<file path="config.mk">
export PLATFORM = sky130hd
export DESIGN_NAME = tpsp_port
export DESIGN_NICKNAME = d
export VERILOG_FILES = /design/src/design/tpsp_pkg.sv /design/src/design/tpsp_sync.sv /design/src/design/tpsp_fifo.sv /design/src/design/tpsp_port.sv
export VERILOG_INCLUDE_DIRS = /design/src /design/src/design
export SDC_FILE = /design/constraint.sdc
export NUM_CORES = 1
export LEC_CHECK = 0
export BUFFER_PORTS_ARGS = -buffer_cell sky130_fd_sc_hd__clkbuf_2
export CAP_MARGIN = 30
export CELL_PAD_IN_SITES_DETAIL_PLACEMENT = 2
export CELL_PAD_IN_SITES_GLOBAL_PLACEMENT = 2
export CORE_MARGIN = 8
export CORE_UTILIZATION = 30
export CTS_BUF_LIST = sky130_fd_sc_hd__clkbuf_16
export DETAILED_ROUTE_END_ITERATION = 12
export PLACE_DENSITY = 0.61
export SKIP_LAST_GASP = 1
export SYNTH_ARGS = -nofsm -noshare
export SYNTH_HDL_FRONTEND = slang
export SYNTH_SLANG_ARGS = --single-unit
</file>
<file path="constraint.sdc">
create_clock -name CLK -period 2.9 [get_ports CLK]
set_input_delay 0.435 -clock CLK [delete_from_list [all_inputs] [get_ports CLK]]
set_output_delay 0.435 -clock CLK [all_outputs]
set_load 0.03 [all_outputs]
</file>
<file path="src/design/tpsp_defines.svh">
// Constants of the two-wire pointer slave port
`ifndef TPSP_DEFINES_SVH
`define TPSP_DEFINES_SVH
// ****************************************
// Timing
// ****************************************
`define TPSP_CLK_HZ     10000000
`define TPSP_TMO_MS     32
`define TPSP_TMO_CYCLES ((`TPSP_TMO_MS * `TPSP_CLK_HZ) / 1000)
`define TPSP_TMO_W      19
`define TPSP_FILT_FS    2'h2
`define TPSP_FILT_HS    2'h0
// ****************************************
// Addresses and codes
// ****************************************
`define TPSP_ADDR_BASE  7'h4C
`define TPSP_ADDR_0Z    7'h48
`define TPSP_ADDR_Z0    7'h49
`define TPSP_ADDR_1Z    7'h4A
`define TPSP_ADDR_Z1    7'h4B
`define TPSP_ADDR_ZZ    7'h37
`define TPSP_HS_CODE    5'h01
`define TPSP_BIT_LAST   4'h8
// ****************************************
// Write buffer
// ****************************************
`define TPSP_FIFO_W     16
`define TPSP_FIFO_D     16
`endif

</file>
<file path="src/design/tpsp_pkg.sv">
// Types shared by the two-wire pointer slave port
`include "tpsp_defines.svh"
package tpsp_pkg;
    typedef enum logic [7:0] {
        ST_IDLE     = 8'h01,
        ST_ADDR     = 8'h02,
        ST_ADDR_ACK = 8'h04,
        ST_RX       = 8'h08,
        ST_RX_ACK   = 8'h10,
        ST_TX       = 8'h20,
        ST_TX_ACK   = 8'h40,
        ST_IGNORE   = 8'h80
    } tpsp_phase_t;
    typedef struct packed {
        logic [7:0] index;
        logic [7:0] data;
    } tpsp_wr_t;
    typedef struct packed {
        logic       s1;
        logic       s2;
        logic       filt;
        logic [1:0] cnt;
    } tpsp_sync_t;
    typedef struct packed {
        tpsp_phase_t             st;
        logic                    scl_d;
        logic                    sda_d;
        logic [3:0]              cnt;
        logic [7:0]              sh;
        logic                    rw;
        logic                    first;
        logic                    tx_lo;
        logic [7:0]              index;
        logic                    sda_oe;
        logic                    sda_out;
        logic                    hs;
        logic                    in_frame;
        logic [`TPSP_TMO_W-1:0]  tmo;
        logic [3:0]              strap_s1;
        logic [3:0]              strap_s2;
        logic [1:0]              strap_age;
        logic                    strap_ok;
        logic [6:0]              own;
        logic                    push;
        tpsp_wr_t                push_data;
        logic                    wr_valid;
        tpsp_wr_t                wr;
    } tpsp_state_t;
endpackage : tpsp_pkg

</file>
<file path="src/design/tpsp_sync.sv">
// Two-flop synchroniser with a spike filter for one bus line
`timescale 1ns/1ps
`default_nettype none
`include "tpsp_defines.svh"
module tpsp_sync (
    // Clock and reset
    input  wire logic clk,
    input  wire logic reset,
    // Line
    input  wire logic raw,
    input  wire logic hs,
    output logic      filt
);
    tpsp_pkg::tpsp_sync_t q;
    tpsp_pkg::tpsp_sync_t next_q;
    logic [1:0]           lim;

    assign lim  = hs ? `TPSP_FILT_HS : `TPSP_FILT_FS;
    assign filt = q.filt;

    // A change must persist for lim+1 samples before it is seen
    always_comb begin
        next_q    = q;
        next_q.s1 = raw;
        next_q.s2 = q.s1;
        if (q.s2 == q.filt) begin
            next_q.cnt = 2'h0;
        end else if (q.cnt >= lim) begin
            next_q.filt = q.s2;
            next_q.cnt  = 2'h0;
        end else begin
            next_q.cnt = q.cnt + 2'h1;
        end
    end

    always_ff @(posedge clk) begin
        if (reset) begin
            q <= 5'h1C;
        end else begin
            q <= next_q;
        end
    end
endmodule : tpsp_sync
`default_nettype wire

</file>
<file path="src/design/tpsp_fifo.sv">
// Write-data FIFO between the bus engine and the register bank
`timescale 1ns/1ps
`default_nettype none
module tpsp_fifo #(
    parameter int WIDTH = 16,
    parameter int DEPTH = 16
) (
    // Clock and reset
    input  wire logic             clk,
    input  wire logic             reset,
    // Fill side
    input  wire logic             in_valid,
    output logic                  in_ready,
    input  wire logic [WIDTH-1:0] in_data,
    // Drain side
    output logic                  out_valid,
    input  wire logic             out_ready,
    output logic [WIDTH-1:0]      out_data
);
    localparam int AW = $clog2(DEPTH);
    typedef struct packed {
        logic [AW:0] wp;
        logic [AW:0] rp;
    } tpsp_fptr_t;
    tpsp_fptr_t       q;
    tpsp_fptr_t       next_q;
    logic [WIDTH-1:0] mem [DEPTH];
    logic             full;
    logic             empty;

    assign empty     = q.wp == q.rp;
    assign full      = (q.wp[AW-1:0] == q.rp[AW-1:0]) && (q.wp[AW] != q.rp[AW]);
    assign in_ready  = !full;
    assign out_valid = !empty;
    assign out_data  = mem[q.rp[AW-1:0]];

    always_comb begin
        next_q = q;
        if (in_valid && !full) begin
            next_q.wp = q.wp + 1'b1;
        end
        if (out_ready && !empty) begin
            next_q.rp = q.rp + 1'b1;
        end
    end

    always_ff @(posedge clk) begin
        if (reset) begin
            q <= '0;
        end else begin
            q <= next_q;
        end
    end

    always_ff @(posedge clk) begin
        if (in_valid && !full) begin
            mem[q.wp[AW-1:0]] <= in_data;
        end
    end
endmodule : tpsp_fifo
`default_nettype wire

</file>
<file path="src/design/tpsp_port.sv">
// Two-wire pointer slave port: bus engine, strap address, write path
`timescale 1ns/1ps
`default_nettype none
`include "tpsp_defines.svh"
// Functional notes
// RULE1: First data byte after a write address becomes the register index.
// RULE2: Controller sends an index byte first in every write; later bytes are data.
// RULE3: Reads return the register chosen by the last written index.
// RULE4: An index-only write followed by a START and read address is accepted.
// RULE5: Reads never alter the index; only a later write changes it.
// RULE6: Two-byte registers go out high byte first, then low byte.
// RULE7: Both lines high means idle; the port releases SDA while idle.
// RULE8: SDA falling with SCL high is START and begins address reception.
// RULE9: SDA rising with SCL high is STOP; STOP or repeated START ends transfer.
// RULE10: Any number of data bytes per transfer, until the controller ends it; with the write buffer full a byte is not acknowledged and the rest ignored.
// RULE11: The addressed receiver holds SDA low through the acknowledge clock high.
// RULE12: Controller not-acknowledge on a read makes the port release SDA.
// RULE13: Master code after START is not acknowledged but selects high-speed filters.
// RULE14: High-speed filtering lasts until STOP, then fast-mode returns.
// RULE15: SCL or SDA low for 32 ms inside a frame resets the engine.
// RULE16: After timeout release SDA and ignore the bus until a new START.
// RULE17: Own address comes from two three-state straps, nine choices.
// RULE18: Address byte is seven bits plus direction; ack on ninth pulse; MSB first.
// RULE19: Lines synchronised; conditions and edges from samples; foreign addresses ignored.
// RULE20: Index, write strobe with data, and read data face the register bank.
module tpsp_port #(
    parameter int TMO_CYCLES = `TPSP_TMO_CYCLES
) (
    // Clock and reset
    input  wire logic        CLK,
    input  wire logic        RESET,
    // Bus lines, SDA open drain
    input  wire logic        SCL_IN,
    input  wire logic        SDA_IN,
    output logic             SDA_OUT,
    output logic             SDA_OE,
    output logic             HS_MODE,
    // Address straps: bit 1 floating, bit 0 level
    input  wire logic [1:0]  ADDR_STRAP_LOW,
    input  wire logic [1:0]  ADDR_STRAP_HIGH,
    // Register bank
    output logic [7:0]       REG_INDEX,
    output logic             WR_VALID,
    output logic [7:0]       WR_INDEX,
    output logic [7:0]       WR_DATA,
    input  wire logic        WR_READY,
    input  wire logic [15:0] RD_DATA,
    input  wire logic        RD_TWO_BYTE
);
    tpsp_pkg::tpsp_state_t q;
    tpsp_pkg::tpsp_state_t next_q;
    tpsp_pkg::tpsp_wr_t    fifo_data;
    logic                  fifo_ready;
    logic                  fifo_valid;
    logic                  pop;
    logic                  scl;
    logic                  sda;
    logic                  rise;
    logic                  fall;
    logic                  start;
    logic                  stop;
    logic                  byte_end;
    logic                  own_hit;
    logic                  hs_code;
    logic                  load;
    logic                  tmo_hit;
    logic [7:0]            tx_byte;
    logic                  rd_msb;

    // ****************************************
    // Strap decode
    // ****************************************
    function automatic logic [6:0] addr_sel(input logic [1:0] lo, input logic [1:0] hi);
        if (lo[1] && hi[1]) begin
            addr_sel = `TPSP_ADDR_ZZ;
        end else if (hi[1]) begin
            addr_sel = lo[0] ? `TPSP_ADDR_1Z : `TPSP_ADDR_0Z;
        end else if (lo[1]) begin
            addr_sel = hi[0] ? `TPSP_ADDR_Z1 : `TPSP_ADDR_Z0;
        end else begin
            addr_sel = `TPSP_ADDR_BASE | {5'h00, lo[0], hi[0]};
        end
    endfunction : addr_sel

    // ****************************************
    // Line synchronisers
    // ****************************************
    logic [1:0] raw_lines;
    logic [1:0] filt_lines;
    assign raw_lines = {SCL_IN, SDA_IN};

    genvar gi;
    generate
        for (gi = 0; gi < 2; gi++) begin : g_line
            tpsp_sync u_sync (
                .clk   (CLK),
                .reset (RESET),
                .raw   (raw_lines[gi]),
                .hs    (q.hs),
                .filt  (filt_lines[gi])
            );
        end
    endgenerate

    assign scl = filt_lines[1];
    assign sda = filt_lines[0];

    // ****************************************
    // Bus events
    // ****************************************
    assign rise     = scl && !q.scl_d;
    assign fall     = !scl && q.scl_d;
    assign start    = scl && q.scl_d && q.sda_d && !sda; // see RULE8 see RULE19
    assign stop     = scl && q.scl_d && !q.sda_d && sda; // see RULE9 see RULE19
    assign byte_end = fall && (q.cnt == `TPSP_BIT_LAST);
    assign own_hit  = q.strap_ok && (q.sh[7:1] == q.own); // see RULE17 see RULE19
    assign hs_code  = q.sh[7:3] == `TPSP_HS_CODE;
    assign load     = fall && (((q.st == tpsp_pkg::ST_ADDR_ACK) && q.rw)
                               || (q.st == tpsp_pkg::ST_TX_ACK));
    // Two-byte registers alternate high then low byte
    assign tx_byte  = (RD_TWO_BYTE && !q.tx_lo) ? RD_DATA[15:8] : RD_DATA[7:0]; // see RULE6
    assign tmo_hit  = q.in_frame && !(scl && sda)
                      && (q.tmo == `TPSP_TMO_W'(TMO_CYCLES - 1)); // see RULE15
    assign pop      = fifo_valid && (!q.wr_valid || WR_READY);
    assign rd_msb   = RD_DATA[15];

    // ****************************************
    // Write buffer
    // ****************************************
    tpsp_fifo #(
        .WIDTH (`TPSP_FIFO_W),
        .DEPTH (`TPSP_FIFO_D)
    ) u_fifo (
        .clk       (CLK),
        .reset     (RESET),
        .in_valid  (q.push),
        .in_ready  (fifo_ready),
        .in_data   (q.push_data),
        .out_valid (fifo_valid),
        .out_ready (pop),
        .out_data  (fifo_data)
    );

    // ****************************************
    // Next state
    // ****************************************
    always_comb begin
        next_q          = q;
        next_q.scl_d    = scl;
        next_q.sda_d    = sda;
        next_q.push     = 1'b0;
        next_q.strap_s1 = {ADDR_STRAP_HIGH, ADDR_STRAP_LOW};
        next_q.strap_s2 = q.strap_s1;
        // Straps are caught once, after the synchroniser has settled
        if (!q.strap_ok) begin
            if (q.strap_age == 2'h3) begin
                next_q.own      = addr_sel(q.strap_s2[1:0], q.strap_s2[3:2]); // see RULE17
                next_q.strap_ok = 1'b1;
            end else begin
                next_q.strap_age = q.strap_age + 2'h1;
            end
        end
        if (!q.in_frame || (scl && sda)) begin
            next_q.tmo = '0;
        end else begin
            next_q.tmo = q.tmo + 1'b1;
        end
        case (q.st)
            tpsp_pkg::ST_ADDR: begin
                if (rise) begin
                    next_q.sh  = {q.sh[6:0], sda}; // see RULE18
                    next_q.cnt = q.cnt + 4'h1;
                end else if (byte_end) begin
                    next_q.cnt = 4'h0;
                    if (hs_code) begin
                        next_q.hs = 1'b1; // see RULE13
                        next_q.st = tpsp_pkg::ST_IGNORE;
                    end else if (own_hit) begin
                        next_q.rw     = q.sh[0];
                        next_q.tx_lo  = 1'b0;
                        next_q.sda_oe = 1'b1; // see RULE18 see RULE11
                        next_q.st     = tpsp_pkg::ST_ADDR_ACK;
                    end else begin
                        next_q.st = tpsp_pkg::ST_IGNORE; // see RULE19
                    end
                end
            end
            tpsp_pkg::ST_ADDR_ACK: begin
                if (fall && !q.rw) begin
                    next_q.sda_oe = 1'b0;
                    next_q.first  = 1'b1; // see RULE2
                    next_q.st     = tpsp_pkg::ST_RX;
                end
            end
            tpsp_pkg::ST_RX: begin
                if (rise) begin
                    next_q.sh  = {q.sh[6:0], sda};
                    next_q.cnt = q.cnt + 4'h1;
                end else if (byte_end) begin
                    next_q.cnt = 4'h0;
                    if (q.first) begin
                        next_q.index  = q.sh; // see RULE1 see RULE4
                        next_q.first  = 1'b0;
                        next_q.sda_oe = 1'b1;
                        next_q.st     = tpsp_pkg::ST_RX_ACK;
                    end else if (fifo_ready) begin
                        next_q.push      = 1'b1; // see RULE20 see RULE10
                        next_q.push_data = {q.index, q.sh};
                        next_q.sda_oe    = 1'b1;
                        next_q.st        = tpsp_pkg::ST_RX_ACK;
                    end else begin
                        // Buffer full: the byte is refused with a not-acknowledge
                        next_q.st = tpsp_pkg::ST_IGNORE;
                    end
                end
            end
            tpsp_pkg::ST_RX_ACK: begin
                if (fall) begin
                    next_q.sda_oe = 1'b0; // see RULE11
                    next_q.st     = tpsp_pkg::ST_RX;
                end
            end
            tpsp_pkg::ST_TX: begin
                if (rise) begin
                    next_q.cnt = q.cnt + 4'h1;
                end else if (fall) begin
                    if (q.cnt == `TPSP_BIT_LAST) begin
                        next_q.sda_oe = 1'b0;
                        next_q.cnt    = 4'h0;
                        next_q.st     = tpsp_pkg::ST_TX_ACK;
                    end else begin
                        next_q.sh     = {q.sh[6:0], 1'b0}; // see RULE18
                        next_q.sda_oe = !q.sh[6];
                    end
                end
            end
            tpsp_pkg::ST_TX_ACK: begin
                if (rise && sda) begin
                    next_q.st = tpsp_pkg::ST_IGNORE; // see RULE12
                end
            end
            tpsp_pkg::ST_IDLE, tpsp_pkg::ST_IGNORE: begin
                next_q.sda_oe = 1'b0; // see RULE7
            end
            default: begin
                next_q.st     = tpsp_pkg::ST_IDLE;
                next_q.sda_oe = 1'b0;
            end
        endcase
        // Read data is sampled as each byte is loaded
        if (load) begin
            next_q.sh     = tx_byte; // see RULE3 see RULE20
            next_q.sda_oe = !tx_byte[7]; // see RULE6
            next_q.tx_lo  = RD_TWO_BYTE ? !q.tx_lo : 1'b0;
            next_q.cnt    = 4'h0;
            next_q.st     = tpsp_pkg::ST_TX;
        end
        if (start) begin
            next_q.st       = tpsp_pkg::ST_ADDR; // see RULE8 see RULE9
            next_q.cnt      = 4'h0;
            next_q.sda_oe   = 1'b0;
            next_q.in_frame = 1'b1;
        end else if (stop) begin
            next_q.st       = tpsp_pkg::ST_IDLE; // see RULE9
            next_q.sda_oe   = 1'b0;
            next_q.hs       = 1'b0; // see RULE14
            next_q.in_frame = 1'b0;
        end
        if (tmo_hit) begin
            next_q.st       = tpsp_pkg::ST_IGNORE; // see RULE16
            next_q.sda_oe   = 1'b0;
            next_q.hs       = 1'b0;
            next_q.in_frame = 1'b0;
            next_q.tmo      = '0;
        end
        // Register bank write strobe, held until taken
        if (pop) begin
            next_q.wr_valid = 1'b1; // see RULE20
            next_q.wr       = fifo_data;
        end else if (WR_READY) begin
            next_q.wr_valid = 1'b0;
        end
    end

    always_ff @(posedge CLK) begin
        if (RESET) begin
            q       <= '0;
            q.st    <= tpsp_pkg::ST_IDLE;
            q.scl_d <= 1'b1;
            q.sda_d <= 1'b1;
        end else begin
            q <= next_q;
        end
    end

    // ****************************************
    // Outputs
    // ****************************************
    assign SDA_OUT   = q.sda_out;
    assign SDA_OE    = q.sda_oe;
    assign HS_MODE   = q.hs;
    assign REG_INDEX = q.index;
    assign WR_VALID  = q.wr_valid;
    assign WR_INDEX  = q.wr.index;
    assign WR_DATA   = q.wr.data;
endmodule : tpsp_port
`default_nettype wire

</file>
==> impl_metrics.csv, run 1 <==
group,metric,value,unit
pwr,switchingPower,2.67,mW
placement,gp_congestion,0.741,
timing,holdWs,0.0647,ns
critical_path,crit_slowest_cell,"or3_1",
floorplanning,placeableCoreArea,51300,sq um
critical_path,critical_path_arrival,2.91,ns
placement,half_perimeter_wire_length_after_placement,27800,microns
critical_path,timing.critical_path.depth,8,
timing,report.final.hold_viol_count,0,
status,outcome,"complete, no violations",
clock_network,clock_latency,0.57,ns
synth,netlist_instances,1044,
global_route,grt_antenna_before_repair,0,
global_route,grt.overflow.total,0,
floorplanning,boundaryPins,54,
clock_network,root_buffer_selected_by_cts,"clkbuf_16",
route,route.detailed.wl_per_inst,22.8,microns
synth,synth_nets,1086,
pwr,power.sequential.fraction,48.9,%
route,ant_nets,0,
clock_network,htree_levels,2,
cells_and_area,final_antenna_diode_count,0,
hold_path,hold_path.class,"in2reg",
route,routed_via_density,4.87,
route,totalWireLength,41600,microns
pwr,switching_share,22.4,%
pwr,power.leakage,6.01,nW
pwr,worst_ir_drop_vdd,377,uV
critical_path,reg2reg_slack,0.41,ns
route,drtPass1Iterations,4,
pwr,internal_power,9.27,mW
flow_run,timing.max_cap.violations,0,
timing,worst_pin_slew,0.745,ns
global_route,first_global_vias,9944,
timing,setup_violations_final,0,
clock_network,holdBufCountCts,0,
timing,final_max_slew_viol_count,0,
critical_path,timing.critical_path.to_type,"register",
floorplanning,initial_core_util,30.3,%
synth,ys_dominant_reg_cell,"edfxtp_1",
synth,synthesis.area_per_instance,14.9,sq um
pwr,total_power_consumption,11.9,mW
cells_and_area,drive_gt1_share,25.5,%
cells_and_area,utilization,35.2,%
pwr,power_density,661,nW/um^2
critical_path,crit_path_end,"q[32]",
critical_path,crit_fanout,16,
critical_path,crit_type,"reg2reg",
floorplanning,rows,83,
timing,finalCritPeriodShare,85.7,%
timing,maxClockFrequency,402,MHz
cells_and_area,fin_cells,1825,
floorplanning,overall_die_area,59400,sq um
timing,setup_repair_after_global_routing_missed_its_margin,"no",
critical_path,crit-reg2reg-launch,"g_line[1].u_sync.filt",
critical_path,setup.worst_path.start_class,"register",
clock_network,tritoncts_num_sinks,381,
clock_network,cts_buffers,43,
critical_path,slowest_delay,0.65,ns
clock_network,max-clock-path-buffers,3,
critical_path,r2r.worst_path.cells,8,
placement,placed_cells_incl_taps,1746,
route,drc,0,
placement,place.port_buffers,52,
synth,synth-async-reset-ratio,0,%
synth,postSynthRegisterBits,381,
timing,slew-limit-headroom,50.4,%
synth,synth-warning-count,0,
floorplanning,horizontal_die_dimension,244,microns
synth,netlist-cell-type-count,72,
route,vias,8887,
synth,synth.yosys.seq_area_share,65.6,%
timing,final_total_negative_setup_slack,0,ns
clock_network,clk_pin_slew_worst_paths,0.06,ns
cells_and_area,areaGrowthSynthToFinish,16.2,%
floorplanning,chipHeight,244,microns
cells_and_area,layout.nets,1153,
synth,number_of_synthesized_flops_with_an_enable_pin,256,
clock_network,postCtsSetupBuffers,0,
timing,post-route-min-period,2.49,ns
critical_path,timing.critical_path.buf_inv,1,
critical_path,worstReg2RegEnd,"q[32]",
global_route,grt_max_degree,68,
pwr,power.combinational.fraction,5.8,%
global_route,grt_pass1_wl,63600,microns
critical_path,worst_setup_path_startpoint,"g_line[1].u_sync.filt",
pwr,p_clk_share,45.3,%
clock_network,resized_cells_post_cts,0,
critical_path,path_delay_family,"simple AND/OR/NAND/NOR gates",
timing,worst_clock_skew,0.0201,ns
route,initialDrtViolationCount,436,
critical_path,worstPathCellList,"inv_1 -> ha_1 -> nand2b_1 -> nor2_4 -> nand2_2 -> or3_1 -> nand2_1 -> a21oi_1",
critical_path,worstPathRequired,3.33,ns
global_route,gr-usage-all-layers,14.1,%
clock_network,cts_tree,"yes",
synth,synth.cell_area,15500,sq um
placed cells by master, fill, tap and decap left out, types with 5 or more instances in the layout:
master       n
xnor2_1     13
nand2_1     96
clkbuf_2    51
dfxtp_1    123
or2_2        5
nor2_1      76
nand4_1     10
ha_1        16
nor3_1       5
xor2_1      25
clkinv_2     6
bufinv_16    5
nand3_1     16
o21ai_1      6
or3_1        6
inv_1       26
nor2b_1     17
o21ai_0     12
a21oi_2     10
nand2b_1    13
edfxtp_1   256
nor2_2      12
a21oi_1     35
nand2_2     11
a211oi_1     5
buf_4       37
and3_1       9
mux2i_1     27
clkbuf_16   43
clkinv_1    11
mux4_2      80
worst reg2reg max path: stages, from the launching register on:
cell and delay, ns:
dfxtp_1 0.37, inv_1 0.14, ha_1 0.42, nand2b_1 0.18
nor2_4 0.20, nand2_2 0.12, or3_1 0.65, nand2_1 0.19
a21oi_1 0.07
worst min-delay path by stage:
stage	start	endpoint	slack (ns)	cells past startpoint
4_1_cts	SCL_IN	g_line[1].u_sync.next_q[3]	0.02	2
6_report	SDA_IN	g_line[0].u_sync.next_q[3]	0.06	2
2_1_floorplan	g_line[0].u_sync.next_q[3]	g_line[0].u_sync.q[3]	0.39	1
5_1_grt	SCL_IN	g_line[1].u_sync.next_q[3]	0.04	2
3_5_place_dp	g_line[1].u_sync.next_q[3]	g_line[1].u_sync.q[3]	0.40	1
3_3_place_gp	g_line[0].u_sync.next_q[3]	g_line[0].u_sync.q[3]	0.39	1
routing by layer:
metal / share of wire [%] / vias to the layer above / global-route usage [%]
li1: - / 4035 / -
met1: 42 / 4669 / 16.9
met2: 52 / 130 / 25.6
met3: 3.4 / 53 / 2.35
met4: 2.1 / 0 / 4.01
met5: 0 / - / 0
cells by family (layout without fill, tap and decap cells):
family,after synthesis,count (layout),synth area share [%]
buf+inv,86,187,2.99
compound gates,109,109,4.86
fa+ha+maj,16,16,1.29
simple gates,305,305,9.75
xor+xnor,38,38,2.14
mux,108,108,13.4
other cells,1,1,0.0241
flops,381,381,65.6
power by group through the flow:
stage / clock network (mW) / registers [mW] / logic, mW
finish: 5.41 / 5.84 / 0.693
global route: 5.73 / 5.85 / 0.766
CTS: 5.57 / 5.84 / 0.718
detailed placement: 0 / 5.96 / 0.715
global placement: 0 / 5.96 / 0.702
floorplan: 0 / 5.93 / 0.553
layout make-up:
type                    count  area [sq um]
clock buffers              43          1080
clock inverters            36           315
fillers                  5263         33200
inverters                  16          60.1
multi-input cells         577          4950
flip-flops and latches    381         10200
well taps                 680           851
repair buffers             92           613
state kept, by name, indices dropped and copies added, names as in the netlist:
signal,count
u_fifo.mem,256
q,74
u_fifo.q,10
REG_INDEX,8
WR_DATA,8
WR_INDEX,8
g_line.u_sync.q,6
next_q,4
g_line.u_sync.filt,2
g_line.u_sync.next_q,2
HS_MODE,1
SDA_OE,1
WR_VALID,1
through the flow:
stage,area [sq um],setup WS (ns)
floorplan,15500,0.0432
global placement,16700,0.485
detailed placement,16700,0.390
CTS,18100,0.362
global route,18100,0.190
finish,18100,0.414
cells in the mapped netlist (17+ instances only):
master	instances	area [sq um]
clkbuf_1	21	78.8
nor2b_1	17	106
mux2i_1	27	270
mux4_2	80	1800
buf_2	17	85.1
edfxtp_1	256	7690
nand2_1	96	360
dfxtp_1	125	2500
xor2_1	25	219
buf_4	25	188
nor2_1	88	330
a21oi_1	35	175
(Power assumes the default switching activity.)
==> run 2: changes to the inputs <==
--- a/config.mk
+++ b/config.mk
@@ -8,7 +8,7 @@
 export LEC_CHECK = 0
 export BUFFER_PORTS_ARGS = -buffer_cell sky130_fd_sc_hd__clkbuf_2
 export CAP_MARGIN = 30
-export CELL_PAD_IN_SITES_DETAIL_PLACEMENT = 2
+export CELL_PAD_IN_SITES_DETAIL_PLACEMENT = 1
 export CELL_PAD_IN_SITES_GLOBAL_PLACEMENT = 2
 export CORE_MARGIN = 8
 export CORE_UTILIZATION = 30
==> impl_metrics.csv, run 2 (synthesis results as in run 1) <==
group,metric,value,unit
critical_path,crit_type,"reg2reg",
placement,minimum_setup_slack_after_placement,0.430,ns
timing,slew-limit-headroom,51.4,%
critical_path,slowest_delay,0.64,ns
cells_and_area,final_antenna_diode_count,0,
floorplanning,placeableCoreArea,51300,sq um
placement,half_perimeter_wire_length_after_placement,25500,microns
critical_path,crit_slowest_cell,"or3_1",
cells_and_area,drive_gt1_share,25.4,%
cells_and_area,filler_cell_count,5373,
hold_path,worst_hold_path.endpoint,"g_line[1].u_sync.next_q[3]",
clock_network,clk_pin_slew_worst_paths,0.06,ns
flow_run,timing.max_cap.violations,0,
critical_path,r2r.worst_path.cells,8,
clock_network,max-clock-path-buffers,3,
status,outcome,"complete, no violations",
timing,worst_pin_slew,0.729,ns
critical_path,timing.critical_path.to_type,"register",
route,routed_via_density,4.73,
floorplanning,initial_core_util,30.3,%
route,route.detailed.wl_per_inst,21.3,microns
placement,place.port_buffers,52,
timing,final_total_negative_setup_slack,0,ns
timing,setup_violations_final,0,
timing,post-route-min-period,2.44,ns
clock_network,htree_levels,2,
critical_path,worstReg2RegEnd,"q[17]",
clock_network,resized_cells_post_cts,0,
pwr,worst_ir_drop_vdd,365,uV
cells_and_area,layout.nets,1153,
clock_network,cts_tree,"yes",
timing,postLayoutSetupSlackWorst,0.458,ns
critical_path,crit_fanout,16,
cells_and_area,layout.cells.most_common,"edfxtp_1",
timing,worst_clock_skew,0.0173,ns
floorplanning,overall_die_area,59400,sq um
pwr,power_density,652,nW/um^2
route,drtPass1Iterations,6,
global_route,grt_max_degree,68,
pwr,power.leakage,6.00,nW
timing,maxClockFrequency,410,MHz
cells_and_area,most-common-layout-cells,"edfxtp_1, dfxtp_1, nand2_1, mux4_2, nor2_1",
route,vias,8621,
route,initialDrtViolationCount,467,
critical_path,crit-reg2reg-launch,"g_line[1].u_sync.filt",
cells_and_area,largest_reg_flops,256,
global_route,gr-usage-all-layers,13.1,%
timing,finalCritPeriodShare,84.2,%
placement,gp_congestion,0.741,
critical_path,setup.worst_path.start_class,"register",
clock_network,root_buffer_selected_by_cts,"clkbuf_16",
clock_network,clock_latency,0.56,ns
route,ant_nets,0,
floorplanning,rows,83,
hold_path,min_delay_path_depth,2,
hold_path,hold_start,"SCL_IN",
critical_path,worstPathRequired,3.33,ns
floorplanning,chipHeight,244,microns
cells_and_area,areaGrowthSynthToFinish,15.9,%
clock_network,postCtsSetupBuffers,0,
floorplanning,horizontal_die_dimension,244,microns
timing,final_max_slew_viol_count,0,
route,totalWireLength,38800,microns
global_route,grt.overflow.total,0,
global_route,grt_pass1_wl,59800,microns
floorplanning,boundaryPins,54,
route,drc,0,
hold_path,hold_path.class,"in2reg",
critical_path,critical_path_arrival,2.87,ns
critical_path,worstPathCellList,"inv_1 -> ha_1 -> nand2b_1 -> nor2_4 -> nand2_2 -> or3_1 -> nand2_1 -> a21oi_1",
global_route,grt_antenna_before_repair,0,
timing,setup_repair_after_global_routing_missed_its_margin,"no",
clock_network,cts_buffers,43,
clock_network,tritoncts_num_sinks,381,
timing,report.final.hold_viol_count,0,
clock_network,holdBufCountCts,0,
critical_path,reg2reg_slack,0.46,ns
global_route,first_global_vias,9466,
-- run 2: cell count changes in the layout (fill, tap and decap cells not counted), sizes merged --
cell    before  now
bufinv       5    4
clkinv      17   18
inv         29   28
-- run 2: power breakdown --
group / total, mW / internal (mW) / switching [mW]
logic: 0.682 / 0.325 / 0.357
registers: 5.84 / 5.79 / 0.0527
clock network: 5.23 / 3.05 / 2.18
total: 11.8 / 9.16 / 2.59
-- run 2: worst max-delay path by stage --
stage	startpoint	end	slack, ns	depth (start not counted)
after floorplan	u_fifo.q[0]	u_fifo.mem[3][0]	0.04	6
after global placement	g_line[1].u_sync.filt	q[24]	0.48	8
after detailed placement	g_line[1].u_sync.filt	q[17]	0.43	8
after CTS	g_line[1].u_sync.filt	q[17]	0.42	8
after global routing	g_line[1].u_sync.filt	q[32]	0.26	8
final	g_line[1].u_sync.filt	q[17]	0.46	8
-- run 2: area by class of cell --
| type | count | area [sq um] | share of cell area (%) |
|---|---|---|---|
| inverters | 16 | 60.1 | 0.333 |
| repair buffers | 92 | 613 | 3.40 |
| multi-input cells | 577 | 4950 | 27.5 |
| clock inverters | 35 | 277 | 1.53 |
| clock buffers | 43 | 1080 | 5.97 |
| flip-flops and latches | 381 | 10200 | 56.6 |
| well taps | 680 | 851 | 4.72 |
-- run 2: critical path: cells and delay by family (launching register included) --
family,cells,cell delay (ns)
compound gates,1,0.08
flops,1,0.37
simple gates,5,1.30
fa+ha+maj,1,0.42
buf+inv,1,0.13
-- run 2: routing by layer --
metal / up-vias / share of wire [%] / GRT usage, %
met2: 145 / 51 / 22.8
met3: 53 / 4.5 / 2.37
met4: 0 / 2.0 / 3.89
li1: 4036 / - / -
met5: - / 0 / 0
met1: 4387 / 43 / 16.5
-- run 2: stage by stage --
step | util [%] | hold slack [ns] | area (sq um) | cells | power (mW)
2_1_floorplan | - | 0.389 | 15500 | 1044 | 6.48
3_3_place_gp | 32.5 | 0.394 | 16700 | 1746 | 6.66
3_5_place_dp | 32.5 | 0.398 | 16700 | 1746 | 6.66
4_1_cts | 35.1 | 0.0236 | 18000 | 1824 | 12.0
5_1_grt | 35.1 | 0.0325 | 18000 | 1824 | 12.2
6_report | 35.1 | 0.0657 | 18000 | 1824 | 11.8
==> run 3: changes to the inputs <==
--- a/config.mk
+++ b/config.mk
@@ -14,7 +14,7 @@
 export CORE_UTILIZATION = 30
 export CTS_BUF_LIST = sky130_fd_sc_hd__clkbuf_16
 export DETAILED_ROUTE_END_ITERATION = 12
-export PLACE_DENSITY = 0.61
+export PLACE_DENSITY = 0.59
 export SKIP_LAST_GASP = 1
 export SYNTH_ARGS = -nofsm -noshare
 export SYNTH_HDL_FRONTEND = slang
==> constraint.sdc (replaced) <==
create_clock -name CLK -period 2.4 [get_ports CLK]
set_input_delay 0.36 -clock CLK [delete_from_list [all_inputs] [get_ports CLK]]
set_output_delay 0.36 -clock CLK [all_outputs]
set_load 0.03 [all_outputs]
==> impl_metrics.csv, run 3 (synthesis results as in run 1) <==
group,metric,value,unit
status,outcome,"complete, no violations",
clock_network,tritoncts_num_sinks,381,
placement,postPlaceCellArea,17100,sq um
pwr,internal_power,11.3,mW
pwr,power.sequential.fraction,48.4,%
clock_network,clock_latency,0.57,ns
critical_path,worst_setup_path_startpoint,"g_line[1].u_sync.filt",
route,drc,0,
pwr,power_density,783,nW/um^2
placement,place.port_buffers,52,
critical_path,crit_slowest_cell,"ha_1",
floorplanning,horizontal_die_dimension,244,microns
floorplanning,chipHeight,244,microns
clock_network,clk_pin_slew_worst_paths,0.06,ns
floorplanning,overall_die_area,59400,sq um
route,wl_met1,17000,microns
pwr,switching_share,22.1,%
global_route,gr-usage-all-layers,13.4,%
route,route.detailed.wl_per_inst,21.3,microns
timing,final_total_negative_setup_slack,0,ns
cells_and_area,layout.nets,1186,
cells_and_area,filler_cell_count,5315,
critical_path,crit_path_end,"q[18]",
route,totalWireLength,39500,microns
route,initialDrtViolationCount,418,
floorplanning,boundaryPins,54,
critical_path,crit_fanout,16,
placement,half_perimeter_wire_length_after_placement,25100,microns
critical_path,timing.critical_path.to_type,"register",
route,drtPass1Iterations,4,
critical_path,reg2reg_slack,0.24,ns
critical_path,slowest_delay,0.39,ns
route,top_layer_used,"met4",
critical_path,worstReg2RegEnd,"q[18]",
timing,report.final.hold_viol_count,0,
global_route,first_global_vias,9569,
critical_path,worstPathRequired,2.83,ns
timing,final_max_slew_viol_count,0,
timing,maxClockFrequency,462,MHz
clock_network,cts_buffers,44,
timing,worst_clock_skew,0.0256,ns
route,met2WireLength,20400,microns
timing,slew-limit-headroom,54.3,%
floorplanning,placeableCoreArea,51300,sq um
floorplanning,initial_core_util,30.3,%
critical_path,worstPathCellList,"inv_1 -> ha_1 -> nand2b_1 -> nor2_4 -> nand2_2 -> or3_1 -> buf_4 -> nand2_1 -> a21oi_1",
global_route,grt.overflow.total,0,
cells_and_area,drive_gt1_share,27.3,%
route,routed-wl-met3,1440,microns
clock_network,htree_levels,2,
cells_and_area,layout.cells.most_common,"edfxtp_1",
placement,gp_congestion,0.755,
route,vias,8796,
cells_and_area,largest_reg_flops,256,
pwr,power.combinational.fraction,6.1,%
critical_path,crit_type,"reg2reg",
cells_and_area,final_antenna_diode_count,0,
cells_and_area,areaGrowthSynthToFinish,19.6,%
pwr,switchingPower,3.22,mW
clock_network,cts_tree,"yes",
timing,setup_repair_after_global_routing_missed_its_margin,"no",
flow_run,timing.max_cap.violations,0,
route,routed_via_density,4.73,
route,ant_nets,0,
clock_network,root_buffer_selected_by_cts,"clkbuf_16",
critical_path,path_delay_family,"simple AND/OR/NAND/NOR gates",
timing,finalCritPeriodShare,90.1,%
timing,setup_violations_final,0,
clock_network,max-clock-path-buffers,3,
critical_path,setup.worst_path.start_class,"register",
critical_path,critical_path_arrival,2.59,ns
critical_path,timing.critical_path.depth,9,
cells_and_area,layout.cell_area.non_filler,18600,sq um
critical_path,crit-reg2reg-launch,"g_line[1].u_sync.filt",
pwr,p_clk_share,45.5,%
global_route,grt_pass1_wl,60600,microns
pwr,power.leakage,6.23,nW
hold_path,hold_path.class,"in2reg",
timing,worst_pin_slew,0.686,ns
pwr,worst_ir_drop_vdd,453,uV
global_route,grt_max_degree,68,
timing,post-route-min-period,2.16,ns
global_route,grt_antenna_before_repair,0,
critical_path,timing.critical_path.buf_inv,2,
floorplanning,rows,83,
cells_and_area,most-common-layout-cells,"edfxtp_1, dfxtp_1, nand2_1, mux4_2, nor2_1",
critical_path,r2r.worst_path.cells,9,
run 3: final cells by class:
cell class	count	area [sq um]	share of cell area (%)
clock inverter	34	293	1.57
multi-input combinational	577	4950	26.6
sequential	381	10200	54.8
clock buffer	46	1150	6.19
tap	680	851	4.58
inverter	16	60.1	0.323
timing repair buffer	124	1090	5.88
run 3: what timing repair did:
action / CTS / global route
setup endpoints to repair: 0 / 9
resized for setup: 0 / 0
hold buffers: 6 / 0
endpoints found under the hold margin: 6 / 0
setup buffers: 0 / 1
run 3: power by group through the flow:
stage	sequential [mW]	combinational [mW]	clock, mW
final	7.04	0.891	6.63
after global routing	7.05	0.978	7.12
after CTS	7.05	0.927	6.89
after detailed placement	7.19	0.918	0
after global placement	7.19	0.906	0
after floorplan	7.17	0.668	0
run 3: how the worst min path moves through the flow:
stage | cells past startpoint | slack (ns) | from | endpoint
floorplan | 1 | 0.39 | g_line[0].u_sync.next_q[3] | g_line[0].u_sync.q[3]
global route | 2 | 0.07 | RESET | q[71]
global placement | 1 | 0.39 | g_line[0].u_sync.next_q[3] | g_line[0].u_sync.q[3]
detailed placement | 1 | 0.40 | g_line[0].u_sync.next_q[3] | g_line[0].u_sync.q[3]
CTS | 2 | 0.06 | RESET | q[71]
finish | 2 | 0.08 | RESET | q[71]
run 3: worst reg2reg max path, stage by stage (launching register included):
cell      delay, ns
dfxtp_1        0.31
inv_1          0.11
ha_1           0.39
nand2b_1       0.19
nor2_4         0.20
nand2_2        0.13
or3_1          0.32
buf_4          0.22
nand2_1        0.10
a21oi_1        0.07
run 3: routing by layer:
layer  vias to the layer above  global-route usage, %
met5                         -                      0
met4                         0                   3.29
met3                        53                   2.81
met2                       126                   23.9
met1                      4516                   16.3
li1                       4101                      -
run 3: per-stage QoR:
stage	setup WS, ns	util (%)	cells	power [mW]	hold slack, ns
floorplan	-0.0318	-	1044	7.83	0.389
global placement	0.223	33.3	1771	8.09	0.394
detailed placement	0.184	33.3	1771	8.11	0.405
CTS	0.170	36.2	1857	14.9	0.0589
global route	0.0679	36.2	1858	15.1	0.0668
finish	0.237	36.2	1858	14.6	0.0812
